**config.mk**
```make
export PLATFORM = sky130hd
export DESIGN_NAME = pin_triggered_up_counter
export DESIGN_NICKNAME = d
export VERILOG_FILES = /design/src/inc/pin_timer_pkg.sv /design/src/core/pin_noise_filter.sv /design/src/core/pin_triggered_up_counter.sv
export SDC_FILE = /design/constraint.sdc
export NUM_CORES = 1
export LEC_CHECK = 0
export ABC_AREA = 1
export BUFFER_PORTS_ARGS = -buffer_cell sky130_fd_sc_hd__buf_2
export CORE_MARGIN = 2
export CORE_UTILIZATION = 31
export CTS_BUF_LIST = sky130_fd_sc_hd__clkbuf_2 sky130_fd_sc_hd__clkbuf_4 sky130_fd_sc_hd__clkbuf_8
export CTS_CLUSTER_SIZE = 20
export DETAILED_ROUTE_END_ITERATION = 16
export PLACE_DENSITY_LB_ADDON = 0.1
export SLEW_MARGIN = 10
export SYNTH_ARGS = -nofsm -noshare
export SYNTH_HDL_FRONTEND = slang
export SYNTH_HIERARCHICAL = 1
export SYNTH_SLANG_ARGS = --single-unit
```
**constraint.sdc**
```tcl
create_clock -name clk -period 7.7 [get_ports clk]
set_input_delay 1.54 -clock clk [delete_from_list [all_inputs] [get_ports clk]]
set_output_delay 1.54 -clock clk [all_outputs]
set_load 0.02 [all_outputs]
```
**src/inc/pin_timer_pkg.sv**
```systemverilog
// Shared constants and types of the pin-triggered up-counter.
// Assumes one 50 MHz clock that also serves as the pin filter clock.
package pin_timer_pkg;

    localparam int DATA_W = 16;
    localparam int ADDR_W = 3;
    localparam int PRE_W = 8;

    // Register offsets (word index on the plain register port)
    localparam logic [ADDR_W-1:0] CTRL_OFS = 3'h0;
    localparam logic [ADDR_W-1:0] CMP_OFS = 3'h1;
    localparam logic [ADDR_W-1:0] CAP_OFS = 3'h2;
    localparam logic [ADDR_W-1:0] CNT_OFS = 3'h3;
    localparam logic [ADDR_W-1:0] STAT_OFS = 3'h4;

    // Control register field positions
    localparam int START_BIT = 0;
    localparam int MODE_LSB = 1;
    localparam int EDGE_BIT = 3;
    localparam int TSS_BIT = 4;
    localparam int ACAP_BIT = 5;
    localparam int WPOL_BIT = 6;
    localparam int SRC_LSB = 8;

    // Reset values
    localparam logic [DATA_W-1:0] CTRL_RST = 16'h0000;
    localparam logic [DATA_W-1:0] CMP_RST = 16'hffff;

    // Pin noise filter: pulses up to this many fc periods are dropped
    localparam int CLK_MHZ = 50;
    localparam int NOISE_PERIODS = 4;
    localparam int FILTER_CYC = NOISE_PERIODS + 1;
    localparam int FILT_W = 3;

    typedef enum logic [1:0] {
        MODE_TRIGGER,
        MODE_EVENT,
        MODE_WINDOW,
        MODE_SPARE
    } mode_t;

    typedef enum logic {
        ST_IDLE,
        ST_RUN
    } run_state_t;

    typedef struct packed {
        logic wr;
        logic rd;
        logic [ADDR_W-1:0] addr;
        logic [DATA_W-1:0] wdata;
    } bus_req_t;

endpackage

```
**src/core/pin_noise_filter.sv**
```systemverilog
// Synchroniser and noise filter for the timer input pin.
// Assumes the pin is asynchronous to clk.
`timescale 1ns/100ps
module pin_noise_filter (
    input wire logic clk,
    input wire logic rst,
    input wire logic pin_raw,
    output logic level
);
    import pin_timer_pkg::*;

    typedef struct packed {
        logic s1;
        logic s2;
        logic level;
        logic [FILT_W-1:0] cnt;
    } filt_state_t;

    filt_state_t q_reg;
    filt_state_t q_next;

    ////////////////////////////////////////////////////////////////////
    // A new level must hold for FILTER_CYC samples before it is taken
    always_comb begin
        q_next = q_reg;
        q_next.s1 = pin_raw;
        q_next.s2 = q_reg.s1;
        if (q_reg.s2 == q_reg.level) begin
            q_next.cnt = '0;
        end else if (q_reg.cnt == FILT_W'(FILTER_CYC - 1)) begin
            q_next.level = q_reg.s2;
            q_next.cnt = '0;
        end else begin
            q_next.cnt = q_reg.cnt + 1'b1;
        end
    end

    always_ff @(posedge clk or posedge rst) begin
        if (rst) begin
            q_reg <= '0;
        end else begin
            q_reg <= q_next;
        end
    end

    assign level = q_reg.level;
endmodule

```
**src/core/pin_triggered_up_counter.sv**
```systemverilog
// Notes on behaviour
// - trigger mode idles until edge, then counts
// - edge select picks rising or falling trigger
// - stop-select 1: match clears, halts, interrupts
// - stop-select 1: opposite edge aborts silently
// - next trigger after halt restarts from zero
// - stop-select 0: match halts; opposite edge ignored
// - stop-select 0: retrigger while running ignored
// - pin pulses of four periods are dropped
// - event mode counts each selected pin edge
// - event match interrupts, clears, keeps counting
// - event match checked on opposite edge
// - auto-capture copies counter every source tick
// - window mode counts pin AND source clock
// - window polarity selects high or low counting
// - window match clears and raises window interrupt
//
// Up-counter timer steered by a filtered input pin, with a plain
// register port. Assumes the pin is asynchronous and the register
// master follows the one-cycle strobe protocol.
`timescale 1ns/100ps
module pin_triggered_up_counter (
    clk,
    rst,
    bus_req,
    rdata,
    timer_input_pin,
    timer_match_irq,
    window_match_irq
);
    import pin_timer_pkg::*;

    input wire logic clk;
    input wire logic rst;
    input wire pin_timer_pkg::bus_req_t bus_req;
    output logic [pin_timer_pkg::DATA_W-1:0] rdata;
    input wire logic timer_input_pin;
    output logic timer_match_irq;
    output logic window_match_irq;

    typedef struct packed {
        run_state_t state;
        logic pin_prev;
        logic [DATA_W-1:0] cnt;
        logic [DATA_W-1:0] cap;
        logic [DATA_W-1:0] ctrl;
        logic [DATA_W-1:0] cmp;
        logic [PRE_W-1:0] pre;
        logic [DATA_W-1:0] rdata;
        logic match_irq;
        logic win_irq;
    } state_t;

    state_t q_reg;
    state_t q_next;

    logic pin_level;
    logic rise;
    logic fall;
    logic trig_edge;
    logic opp_edge;
    logic tick;
    logic running;
    logic matched;
    logic win_open;
    mode_t mode;

    ////////////////////////////////////////////////////////////////////
    // Pin filter

    pin_noise_filter filter_inst (
        .clk(clk),
        .rst(rst),
        .pin_raw(timer_input_pin),
        .level(pin_level)
    );

    ////////////////////////////////////////////////////////////////////
    // Helpers

    // Prescaler mask: select n gives a tick every 2^(n+1) clocks
    function automatic logic [PRE_W-1:0] src_mask(input logic [1:0] sel);
        logic [PRE_W-1:0] m;
        m = '0;
        for (int i = 0; i < PRE_W; i++) begin
            if (i <= int'(sel)) begin
                m[i] = 1'b1;
            end
        end
        return m;
    endfunction

    function automatic logic [DATA_W-1:0] read_mux(input state_t s,
            input logic [ADDR_W-1:0] a);
        logic [DATA_W-1:0] d;
        d = '0;
        if (a == CTRL_OFS) begin
            d = s.ctrl;
        end else if (a == CMP_OFS) begin
            d = s.cmp;
        end else if (a == CAP_OFS) begin
            d = s.cap;
        end else if (a == CNT_OFS) begin
            d = s.cnt;
        end else if (a == STAT_OFS) begin
            d = {{(DATA_W-2){1'b0}}, s.pin_prev, s.state == ST_RUN};
        end
        return d;
    endfunction

    ////////////////////////////////////////////////////////////////////
    // Decoded control and events

    always_comb begin
        mode = mode_t'(q_reg.ctrl[MODE_LSB +: 2]);
        running = q_reg.ctrl[START_BIT];
        rise = pin_level & ~q_reg.pin_prev;
        fall = ~pin_level & q_reg.pin_prev;
        trig_edge = q_reg.ctrl[EDGE_BIT] ? fall : rise;
        opp_edge = q_reg.ctrl[EDGE_BIT] ? rise : fall;
        tick = (q_reg.pre & src_mask(q_reg.ctrl[SRC_LSB +: 2]))
            == src_mask(q_reg.ctrl[SRC_LSB +: 2]);
        matched = q_reg.cnt == q_reg.cmp;
        // Window gate: pin level as seen through the polarity bit
        win_open = pin_level == q_reg.ctrl[WPOL_BIT];
    end

    ////////////////////////////////////////////////////////////////////
    // Next state

    always_comb begin
        q_next = q_reg;
        q_next.pin_prev = pin_level;
        q_next.pre = q_reg.pre + 1'b1;
        q_next.match_irq = 1'b0;
        q_next.win_irq = 1'b0;
        q_next.rdata = '0;

        if (!running) begin
            // Pin edges are dropped and the count held at zero
            q_next.cnt = '0;
            q_next.state = ST_IDLE;
        end else begin
            case (mode)
                MODE_TRIGGER: begin
                    case (q_reg.state)
                        ST_IDLE: begin
                            if (trig_edge) begin
                                q_next.state = ST_RUN;
                                q_next.cnt = '0;
                            end
                        end
                        ST_RUN: begin
                            // A second trigger edge falls through here
                            if (q_reg.ctrl[TSS_BIT] && opp_edge) begin
                                q_next.cnt = '0;
                                q_next.state = ST_IDLE;
                            end else if (tick && matched) begin
                                q_next.cnt = '0;
                                q_next.state = ST_IDLE;
                                q_next.match_irq = 1'b1;
                            end else if (tick) begin
                                q_next.cnt = q_reg.cnt + 1'b1;
                            end
                        end
                        default: begin
                            q_next.state = ST_IDLE;
                        end
                    endcase
                end
                MODE_EVENT: begin
                    q_next.state = ST_RUN;
                    if (trig_edge) begin
                        q_next.cnt = q_reg.cnt + 1'b1;
                    end else if (opp_edge && matched) begin
                        q_next.cnt = '0;
                        q_next.match_irq = 1'b1;
                    end
                end
                MODE_WINDOW: begin
                    q_next.state = ST_RUN;
                    if (tick && win_open) begin
                        if (matched) begin
                            q_next.cnt = '0;
                            q_next.win_irq = 1'b1;
                        end else begin
                            q_next.cnt = q_reg.cnt + 1'b1;
                        end
                    end
                end
                default: begin
                    q_next.state = ST_IDLE;
                end
            endcase
        end

        // Capture follows the counter; software reads it while enabled
        if (running && q_reg.ctrl[ACAP_BIT] && tick) begin
            q_next.cap = q_reg.cnt;
        end

        // Register port
        if (bus_req.wr) begin
            if (bus_req.addr == CTRL_OFS) begin
                q_next.ctrl = bus_req.wdata;
            end else if (bus_req.addr == CMP_OFS) begin
                q_next.cmp = bus_req.wdata;
            end
        end
        if (bus_req.rd) begin
            q_next.rdata = read_mux(q_reg, bus_req.addr);
        end
    end

    always_ff @(posedge clk or posedge rst) begin
        if (rst) begin
            q_reg <= '0;
            q_reg.state <= ST_IDLE;
            q_reg.ctrl <= CTRL_RST;
            q_reg.cmp <= CMP_RST;
        end else begin
            q_reg <= q_next;
        end
    end

    assign rdata = q_reg.rdata;
    assign timer_match_irq = q_reg.match_irq;
    assign window_match_irq = q_reg.win_irq;
endmodule

```
==> results.md, run 1 <==
- The number of register bits inferred by synthesis is 94.
- STA classifies the critical path endpoint as a flop.
- The number of fillers in the final layout is 1,748.
- The number of antenna cells inserted is 0.
- The tightest hold path in the finished design has a slack of 0.366 ns.
- The TritonCTS buffer count is 9.
- The fraction of the cycle the final worst path needs is 0.465.
- Buffers added to address setup during post-CTS repair amount to 0.
- Entering global routing, the biggest net connects 71 pins.
- The pre-CTS setup slack is 3.79 ns.
- The count of nets left with antenna violations once routing finished came out at 0.
- The hold-critical path depth is 0.
- The part of the Yosys area used for sequential elements is 0.479.
- The initial antenna violation count was 0.
- Dividing total power by cell area gives a power density of 245 nW/µm².
- In the final routing, the length of wire on met1 measures 6480 µm.
- The number of placed I/O pins is 42.
- The flip-flop count of the largest register after layout is 68.
- The number of violations reported at the end of detailed-routing iteration 0 is 250.
- The path with the worst hold slack has its endpoint at filter_inst/q_reg[4].
- The worst path needs 3.58 ns of the cycle, external delays included.
- The number of placement rows is 46.
- For the worst setup path, the data required time is 7.99 ns.
- The number of optimization iterations in the first detailed-route pass is 7.
- By area the synthesized netlist is led by sky130_fd_sc_hd__dfrtp_1 (39%), sky130_fd_sc_hd__nand2_1 (14%), sky130_fd_sc_hd__dfstp_2 (8.5%).
- The number of distinct library cell variants in the gate-level netlist after synthesis is 37.
- The post-synthesis share of cell area spent on and, or, nand and nor gates is 0.226.
- Along the worst path, the maximum fanout reaches 32.
- The final weighted congestion in routability-driven placement is 0.794.
- The highest metal layer with signal wires is met4.
- The count of cells along the worst register-to-register path is 11.
- For this configuration, the core starts out at a cell density of 0.314.
- For this design the static power due to leakage is 0.00261 µW.
- The number of max-slew violations in the final report is 0.
- The average cell area after synthesis is 7.97 µm².
- The startpoint of the most critical register-to-register path is mode[0].
- STA puts the critical path data arrival time at 3.87 ns.
- The via count of the first global-routing pass is 3,843.
- By startpoint and endpoint, the worst setup path is classified as in -> reg.
- The number of remaining DRC errors is 0.
- In the synthesized netlist, the number of instances is 621.
- The layout overhead on the synthesized area is 9.60%.
- After detailed routing, the average wire length per cell comes to 15.4 µm.
- The total overflow left after global routing is 0.
- The compound-cell area share of the yosys netlist is 0.140.
- The count of port buffers added during placement is 41.
- Adding up every negative setup slack in the final design gives 0 ns.
- The first global-routing pass estimated 21,400 µm of wire.
- Yosys printed 6 warnings.
- The number of levels in the clock H-tree is 3.
- The die area is 17,000 µm².
- The endpoint of the most critical register-to-register path is q_reg[81].
- The final wirelength is 13,200 µm.
- The clock-pin slew on the worst setup and hold paths is 0.10 ns.
- Measured along the x axis, the die boundary spans 130 µm.
- The worst hold path begins at filter_inst/q_next[4].
- The portion of netlist area occupied by mux cells is 0.
- The utilization after layout is 0.344.
- The clock tree root driver cell is sky130_fd_sc_hd__clkbuf_8.
- The met2 wire length is 6140 µm.
- After detailed routing, the number of vias per cell comes to 4.60.
- Of the total synthesized cell area, the portion taken by full adders, half adders and majority gates is 0.0202.
- In this run the cell area of the synthesized design comes to 4950 µm².
- The class of the tightest hold or removal check is reg -> reg.
- The number of hold buffers added after CTS was 0.
- The tree built by TritonCTS fans out to 94 sinks.
- The met3 wire length is 390 µm.
- Of the cells placed in the final design, the portion with a size suffix greater than 1 is 0.160.
- The smallest setup slack after layout is 4.12 ns.
- The synthesized net count is 653.
- The count of endpoints failing hold in the final timing report is 0.
- The max-cap violation count is 0.
- The cell type contributing the most total cell area after synthesis is sky130_fd_sc_hd__dfrtp_1.
- IR analysis of the VDD net gives a maximum drop of 0.101 mV.
- The actual slew at the worst max-slew pin is 1.10 ns.
- The floorplan step defined a core boundary enclosing 15,800 µm².
- The overall power consumption is 1330 µW.
- The total number of vias is 3,959.
- Headroom to the max-slew limit came out at 0.263.
- Based on the critical path, the design can be clocked at up to 0.279 GHz.
- The final layout contains 671 nets.
- The clock tree from TritonCTS is done.
- The largest family of logic cells by synthesized area is simple AND/OR/NAND/NOR gates.
- The share of synthesized area in the top cell type comes to 0.394.
- Measured along the y axis, the die boundary spans 130 µm.
- In this run, post-CTS repair resized a total of 0 instances.
- The placed wire-length estimate is 9520 µm.
- The setup check on the worst reg-to-reg path leaves a slack of 5.41 ns.
- In the final layout, the multi-input gates occupy 2050 µm².
- In the layout the commonest cells are sky130_fd_sc_hd__nand2_1 (187), sky130_fd_sc_hd__dfrtp_1 (78), sky130_fd_sc_hd__inv_1 (69).
- Setup repair after global routing left no endpoint under its margin.
- The area occupied by registers is 2370 µm².
- For the final database, setup skew stands at 0.0158 ns.
- The run finished with clean final reports.
- The clock latency on the worst-skew pair is 0.39 ns.
- STA classifies the critical path startpoint as a primary input.
- Leaving out fill and tap cells, the most frequent cell in the layout is sky130_fd_sc_hd__nand2_1.
- The count of endpoints failing setup in the final report is 0.
- In this run the deepest clock path goes through 2 buffers.
- The overall track demand over capacity in global routing is 0.169.
- Of the total synthesized cell area, the portion taken by XOR and XNOR cells is 0.0265.
[per-layer routing]
layer | vias up | global-route usage
met4 | 0 | 0.0645
li1 | 1990 | -
met2 | 79 | 0.269
met1 | 1879 | 0.237
met5 | - | 0
met3 | 11 | 0.0216
[worst max path at each step]
stage	start	endpoint	depth (start not counted)
6_report	bus_req[18]	q_reg[39]	4
5_1_grt	bus_req[18]	q_reg[39]	4
3_5_place_dp	bus_req[18]	q_reg[36]	4
4_1_cts	bus_req[18]	q_reg[39]	4
3_3_place_gp	bus_req[18]	q_reg[28]	4
2_1_floorplan	rst	mode[0]	1
[synthesized netlist by cell type]
cell,instances
sky130_fd_sc_hd__nand2_1,187
sky130_fd_sc_hd__dfrtp_1,78
sky130_fd_sc_hd__inv_1,70
sky130_fd_sc_hd__o21ai_0,55
sky130_fd_sc_hd__a21oi_1,31
sky130_fd_sc_hd__nor2_1,30
sky130_fd_sc_hd__buf_4,19
sky130_fd_sc_hd__dfstp_2,16
sky130_fd_sc_hd__nand4_1,16
sky130_fd_sc_hd__o21a_1,15
sky130_fd_sc_hd__xor2_1,15
sky130_fd_sc_hd__clkbuf_1,13
sky130_fd_sc_hd__inv_2,12
sky130_fd_sc_hd__nand3_1,9
sky130_fd_sc_hd__ha_1,8
sky130_fd_sc_hd__nor3_1,8
sky130_fd_sc_hd__o21ai_1,7
sky130_fd_sc_hd__nor2_4,4
sky130_fd_sc_hd__a221oi_1,3
sky130_fd_sc_hd__nand2_2,3
sky130_fd_sc_hd__buf_6,2
sky130_fd_sc_hd__nand3b_1,2
sky130_fd_sc_hd__o211ai_1,2
sky130_fd_sc_hd__o21ai_2,2
sky130_fd_sc_hd__o22ai_1,2
sky130_fd_sc_hd__a211oi_1,1
sky130_fd_sc_hd__a21oi_4,1
sky130_fd_sc_hd__a31oi_1,1
sky130_fd_sc_hd__and3_1,1
sky130_fd_sc_hd__buf_1,1
sky130_fd_sc_hd__buf_2,1
sky130_fd_sc_hd__clkinv_1,1
sky130_fd_sc_hd__nand3_2,1
sky130_fd_sc_hd__nand3_4,1
sky130_fd_sc_hd__nor2_2,1
sky130_fd_sc_hd__o21bai_1,1
sky130_fd_sc_hd__o31ai_1,1
[where the power goes]
part / internal (µW) / switching, µW / total [µW]
combinational: 111 / 192 / 303
sequential: 596 / 76.5 / 673
clock: 156 / 196 / 352
[cells by family after synthesis]
family                     count (synthesis)
DFF                                       94
AOI/OAI and AO/OA                        122
buffers and inverters                    119
and+or+nand+nor                          263
adders and majority gates                  8
xor gates and xnor gates                  15
[stage by stage]
stage          area (µm²)  std cells
2_1_floorplan        4950        621
3_3_place_gp         5230        844
3_5_place_dp         5230        844
4_1_cts              5430        860
5_1_grt              5430        860
6_report             5430        860
[critical path, stage by stage]
cell	delay, ns
sky130_fd_sc_hd__buf_2	0.13
sky130_fd_sc_hd__nor3_2	0.89
sky130_fd_sc_hd__nand2_1	0.84
sky130_fd_sc_hd__o21ai_0	0.46
[area by class of cell]
class	instances	share of cell area
sequential	94	0.437
clock inverter	6	0.0125
inverter	83	0.0576
tap	216	0.0498
multi-input combinational	408	0.378
timing repair buffer	43	0.0406
clock buffer	10	0.0242
Power figures use the tool's default switching activity.
==> inputs of run 2 (changes only) <==
- clock period: 7.7 -> 3.4 ns (I/O delays scaled with it)
==> run 2 against run 1 <==
Against the previous run:
- sequential power increased by 130%
- core utilization grew 0.27 points
- count of clock-buffer cells in the layout is 1 higher
- cell count up 0.23%
- die area did not move
- hold slack lost 0.14 ns
- critical endpoint is now q_reg[85]
- via count is 0.48% higher
- first-iteration DRC count grew 18%
==> results.md, run 2 (synthesis results as in run 1) <==
- The cell family contributing the most delay on the critical path is simple AND/OR/NAND/NOR gates.
- The initialized floorplan defines 46 standard-cell rows.
- The critical path data required time is 3.66 ns.
- Summing all multi-input logic gate instances after layout gives 2050 µm².
- In this run the remaining antenna-violating nets after routing total 0.
- The sort of element at the end of the critical path is a flop.
- The number of antenna cells inserted is 0.
- The critical path is of the reg -> reg type.
- The number of cells upsized or downsized after cts is 0.
- The ratio of total power to cell area is 550 nW/µm².
- The total overflow left after global routing is 0.
- For this design, the sink count on the clock tree is 94.
- The total number of vias is 3,978.
- The final weighted congestion in routability-driven placement is 0.815.
- The final wirelength is 13,200 µm.
- Registers take 2370 µm².
- The count of endpoints failing setup in the final report is 0.
- Once layout is complete, the utilization of the core stands at 0.347.
- The maximum buffer depth of the clock tree is 2.
- Along the worst path, the maximum fanout reaches 17.
- The clock tree from TritonCTS is done.
- In the global route stage, overall resource usage came out at 0.169.
- The top cell types in the final layout, fill and taps aside, are sky130_fd_sc_hd__nand2_1 (187), sky130_fd_sc_hd__dfrtp_1 (78), sky130_fd_sc_hd__inv_1 (69).
- Using the TritonRoute via totals, the vias-per-cell ratio works out to 4.61.
- The via count of the first global-routing pass came to 3,923.
- The clock arrives with 0.0111 ns of skew.
- Clock tree synthesis selected as its root buffer the cell sky130_fd_sc_hd__clkbuf_8.
- For this run, design rule violations remaining after detail routing come to 0.
- The number of clock buffers added by TritonCTS is 9.
- The horizontal die dimension is 130 µm.
- In this design, the stage delay of the slowest critical-path cell is 0.49 ns.
- Traced cell by cell, the critical path runs through inv_1, ha_1, nand2_1, nor2_1, nand3_1, a21oi_1, nand2_1, a21oi_4, nor2_4, nand2_1, nand2_1.
- Buffers placed on the I/O ports in this run total 41.
- The number of violations reported at the end of detailed-routing iteration 0 is 294.
- STA classifies the critical path startpoint as a flop.
- The first global-routing pass estimated 21,600 µm of wire.
- The placeable core area is 15,800 µm².
- The floorplan step set the die height to 130 µm.
- The max-cap violation count is 0.
- Counting both buffers and inverters, the worst setup path holds a total of 1.
- The count of hold-fix buffers inserted at cts is 0.
- The layout overhead on the synthesized area is 10.5%.
- The overall power consumption is 3010 µW.
- The worst slew margin relative to its limit is 0.425.
- The number of nets in the final layout is 674.
- For the worst setup path, the data arrival time is 2.56 ns.
- The register with the most flip-flops in the layout has 68 of them.
- In the final routed layout, each cell accounts on average for 15.3 µm.
- The clock period minus worst slack is 2.30 ns.
- Setup repair after global routing left no endpoint under its margin.
- The leakage dissipation is 0.00264 µW.
- In the finished design, the share of the clock period the worst path needs comes to 0.678.
- For the final routed database, the setup TNS stands at 0 ns.
- Of the cells placed in the final design, the portion with a size suffix greater than 1 is 0.163.
- The number of optimization iterations in the first detailed-route pass is 4.
- The number of fillers in the final layout is 1,710.
- The initial antenna violation count is 0.
- The total setup buffers inserted after CTS is 0.
- The initial core utilization is 0.314.
- The cell that appears most often on the critical path is sky130_fd_sc_hd__nand2_1.
- Clock-pin slew was measured on the worst setup and hold paths at 0.09 ns.
- Timing would allow up to 0.434 GHz.
- The number of levels in the clock H-tree is 3.
- The number of max-slew violations in the final report is 0.
- The placed wire-length estimate is 9570 µm.
- For this design, the slowest cell found on the critical path is sky130_fd_sc_hd__a21oi_4.
- At the later pin of the worst-skew pair, clock insertion delay measures 0.38 ns.
- The class of the tightest hold or removal check is in -> async.
- The die area is 17,000 µm².
- The run finished with clean final reports.
- For the pin with the worst max-slew slack, the measured transition is 0.860 ns.
- The largest net degree at the start of global routing is 47.
- The most common cell after layout, fill and taps aside is sky130_fd_sc_hd__nand2_1.
- The worst vdd rail ir drop is 0.249 mV.
- The number of placed I/O pins is 42.
- The count of endpoints failing hold in the final timing report came to 0.
==> run 2: area by class of cell <==
class	count	area share
well taps	216	0.0494
clock buffers	11	0.0277
inverters	83	0.0572
multi-input cells	408	0.375
repair buffers	46	0.0467
flip-flops and latches	94	0.434
clock inverters	4	0.0101
==> run 2: final timing paths <==
kind / start / end / slack, ns / depth (start not counted)
max: mode[0] / q_reg[85] / 1.10 / 11
min: rst / filter_inst/q_next[4] / 0.22 / 2
max reg2reg: mode[0] / q_reg[85] / 1.10 / 11
min reg2reg: filter_inst/q_next[4] / filter_inst/q_reg[4] / 0.36 / 0
max in group asynchronous: rst / q_reg[41] / 2.23 / 3
min in group clk: filter_inst/q_next[4] / filter_inst/q_reg[4] / 0.36 / 0
==> run 2: metrics by stage <==
| step | hold slack, ns | area, µm² | setup WS [ns] | cells |
|---|---|---|---|---|
| finish | 0.222 | 5470 | 1.10 | 862 |
| floorplan | 0.331 | 4950 | 0.468 | 621 |
| global route | 0.223 | 5470 | 0.863 | 862 |
| global placement | 0.333 | 5260 | 1.00 | 847 |
| detailed placement | 0.346 | 5260 | 0.983 | 847 |
| CTS | 0.204 | 5470 | 1.04 | 862 |
==> run 2: report_power, final <==
part	switching, µW	internal (µW)	leakage [µW]
clock network	413	380	0.000102
registers	174	1350	0.00118
logic	435	254	0.00135
==> run 2: per-layer routing <==
metal,vias to the layer above,global-route usage,routed length (µm),share of wire
li1,1996,-,-,-
met1,1898,0.242,6480,0.49
met2,69,0.262,6070,0.46
met3,15,0.0252,451,0.034
met4,0,0.0569,221,0.017
met5,-,0,0,0
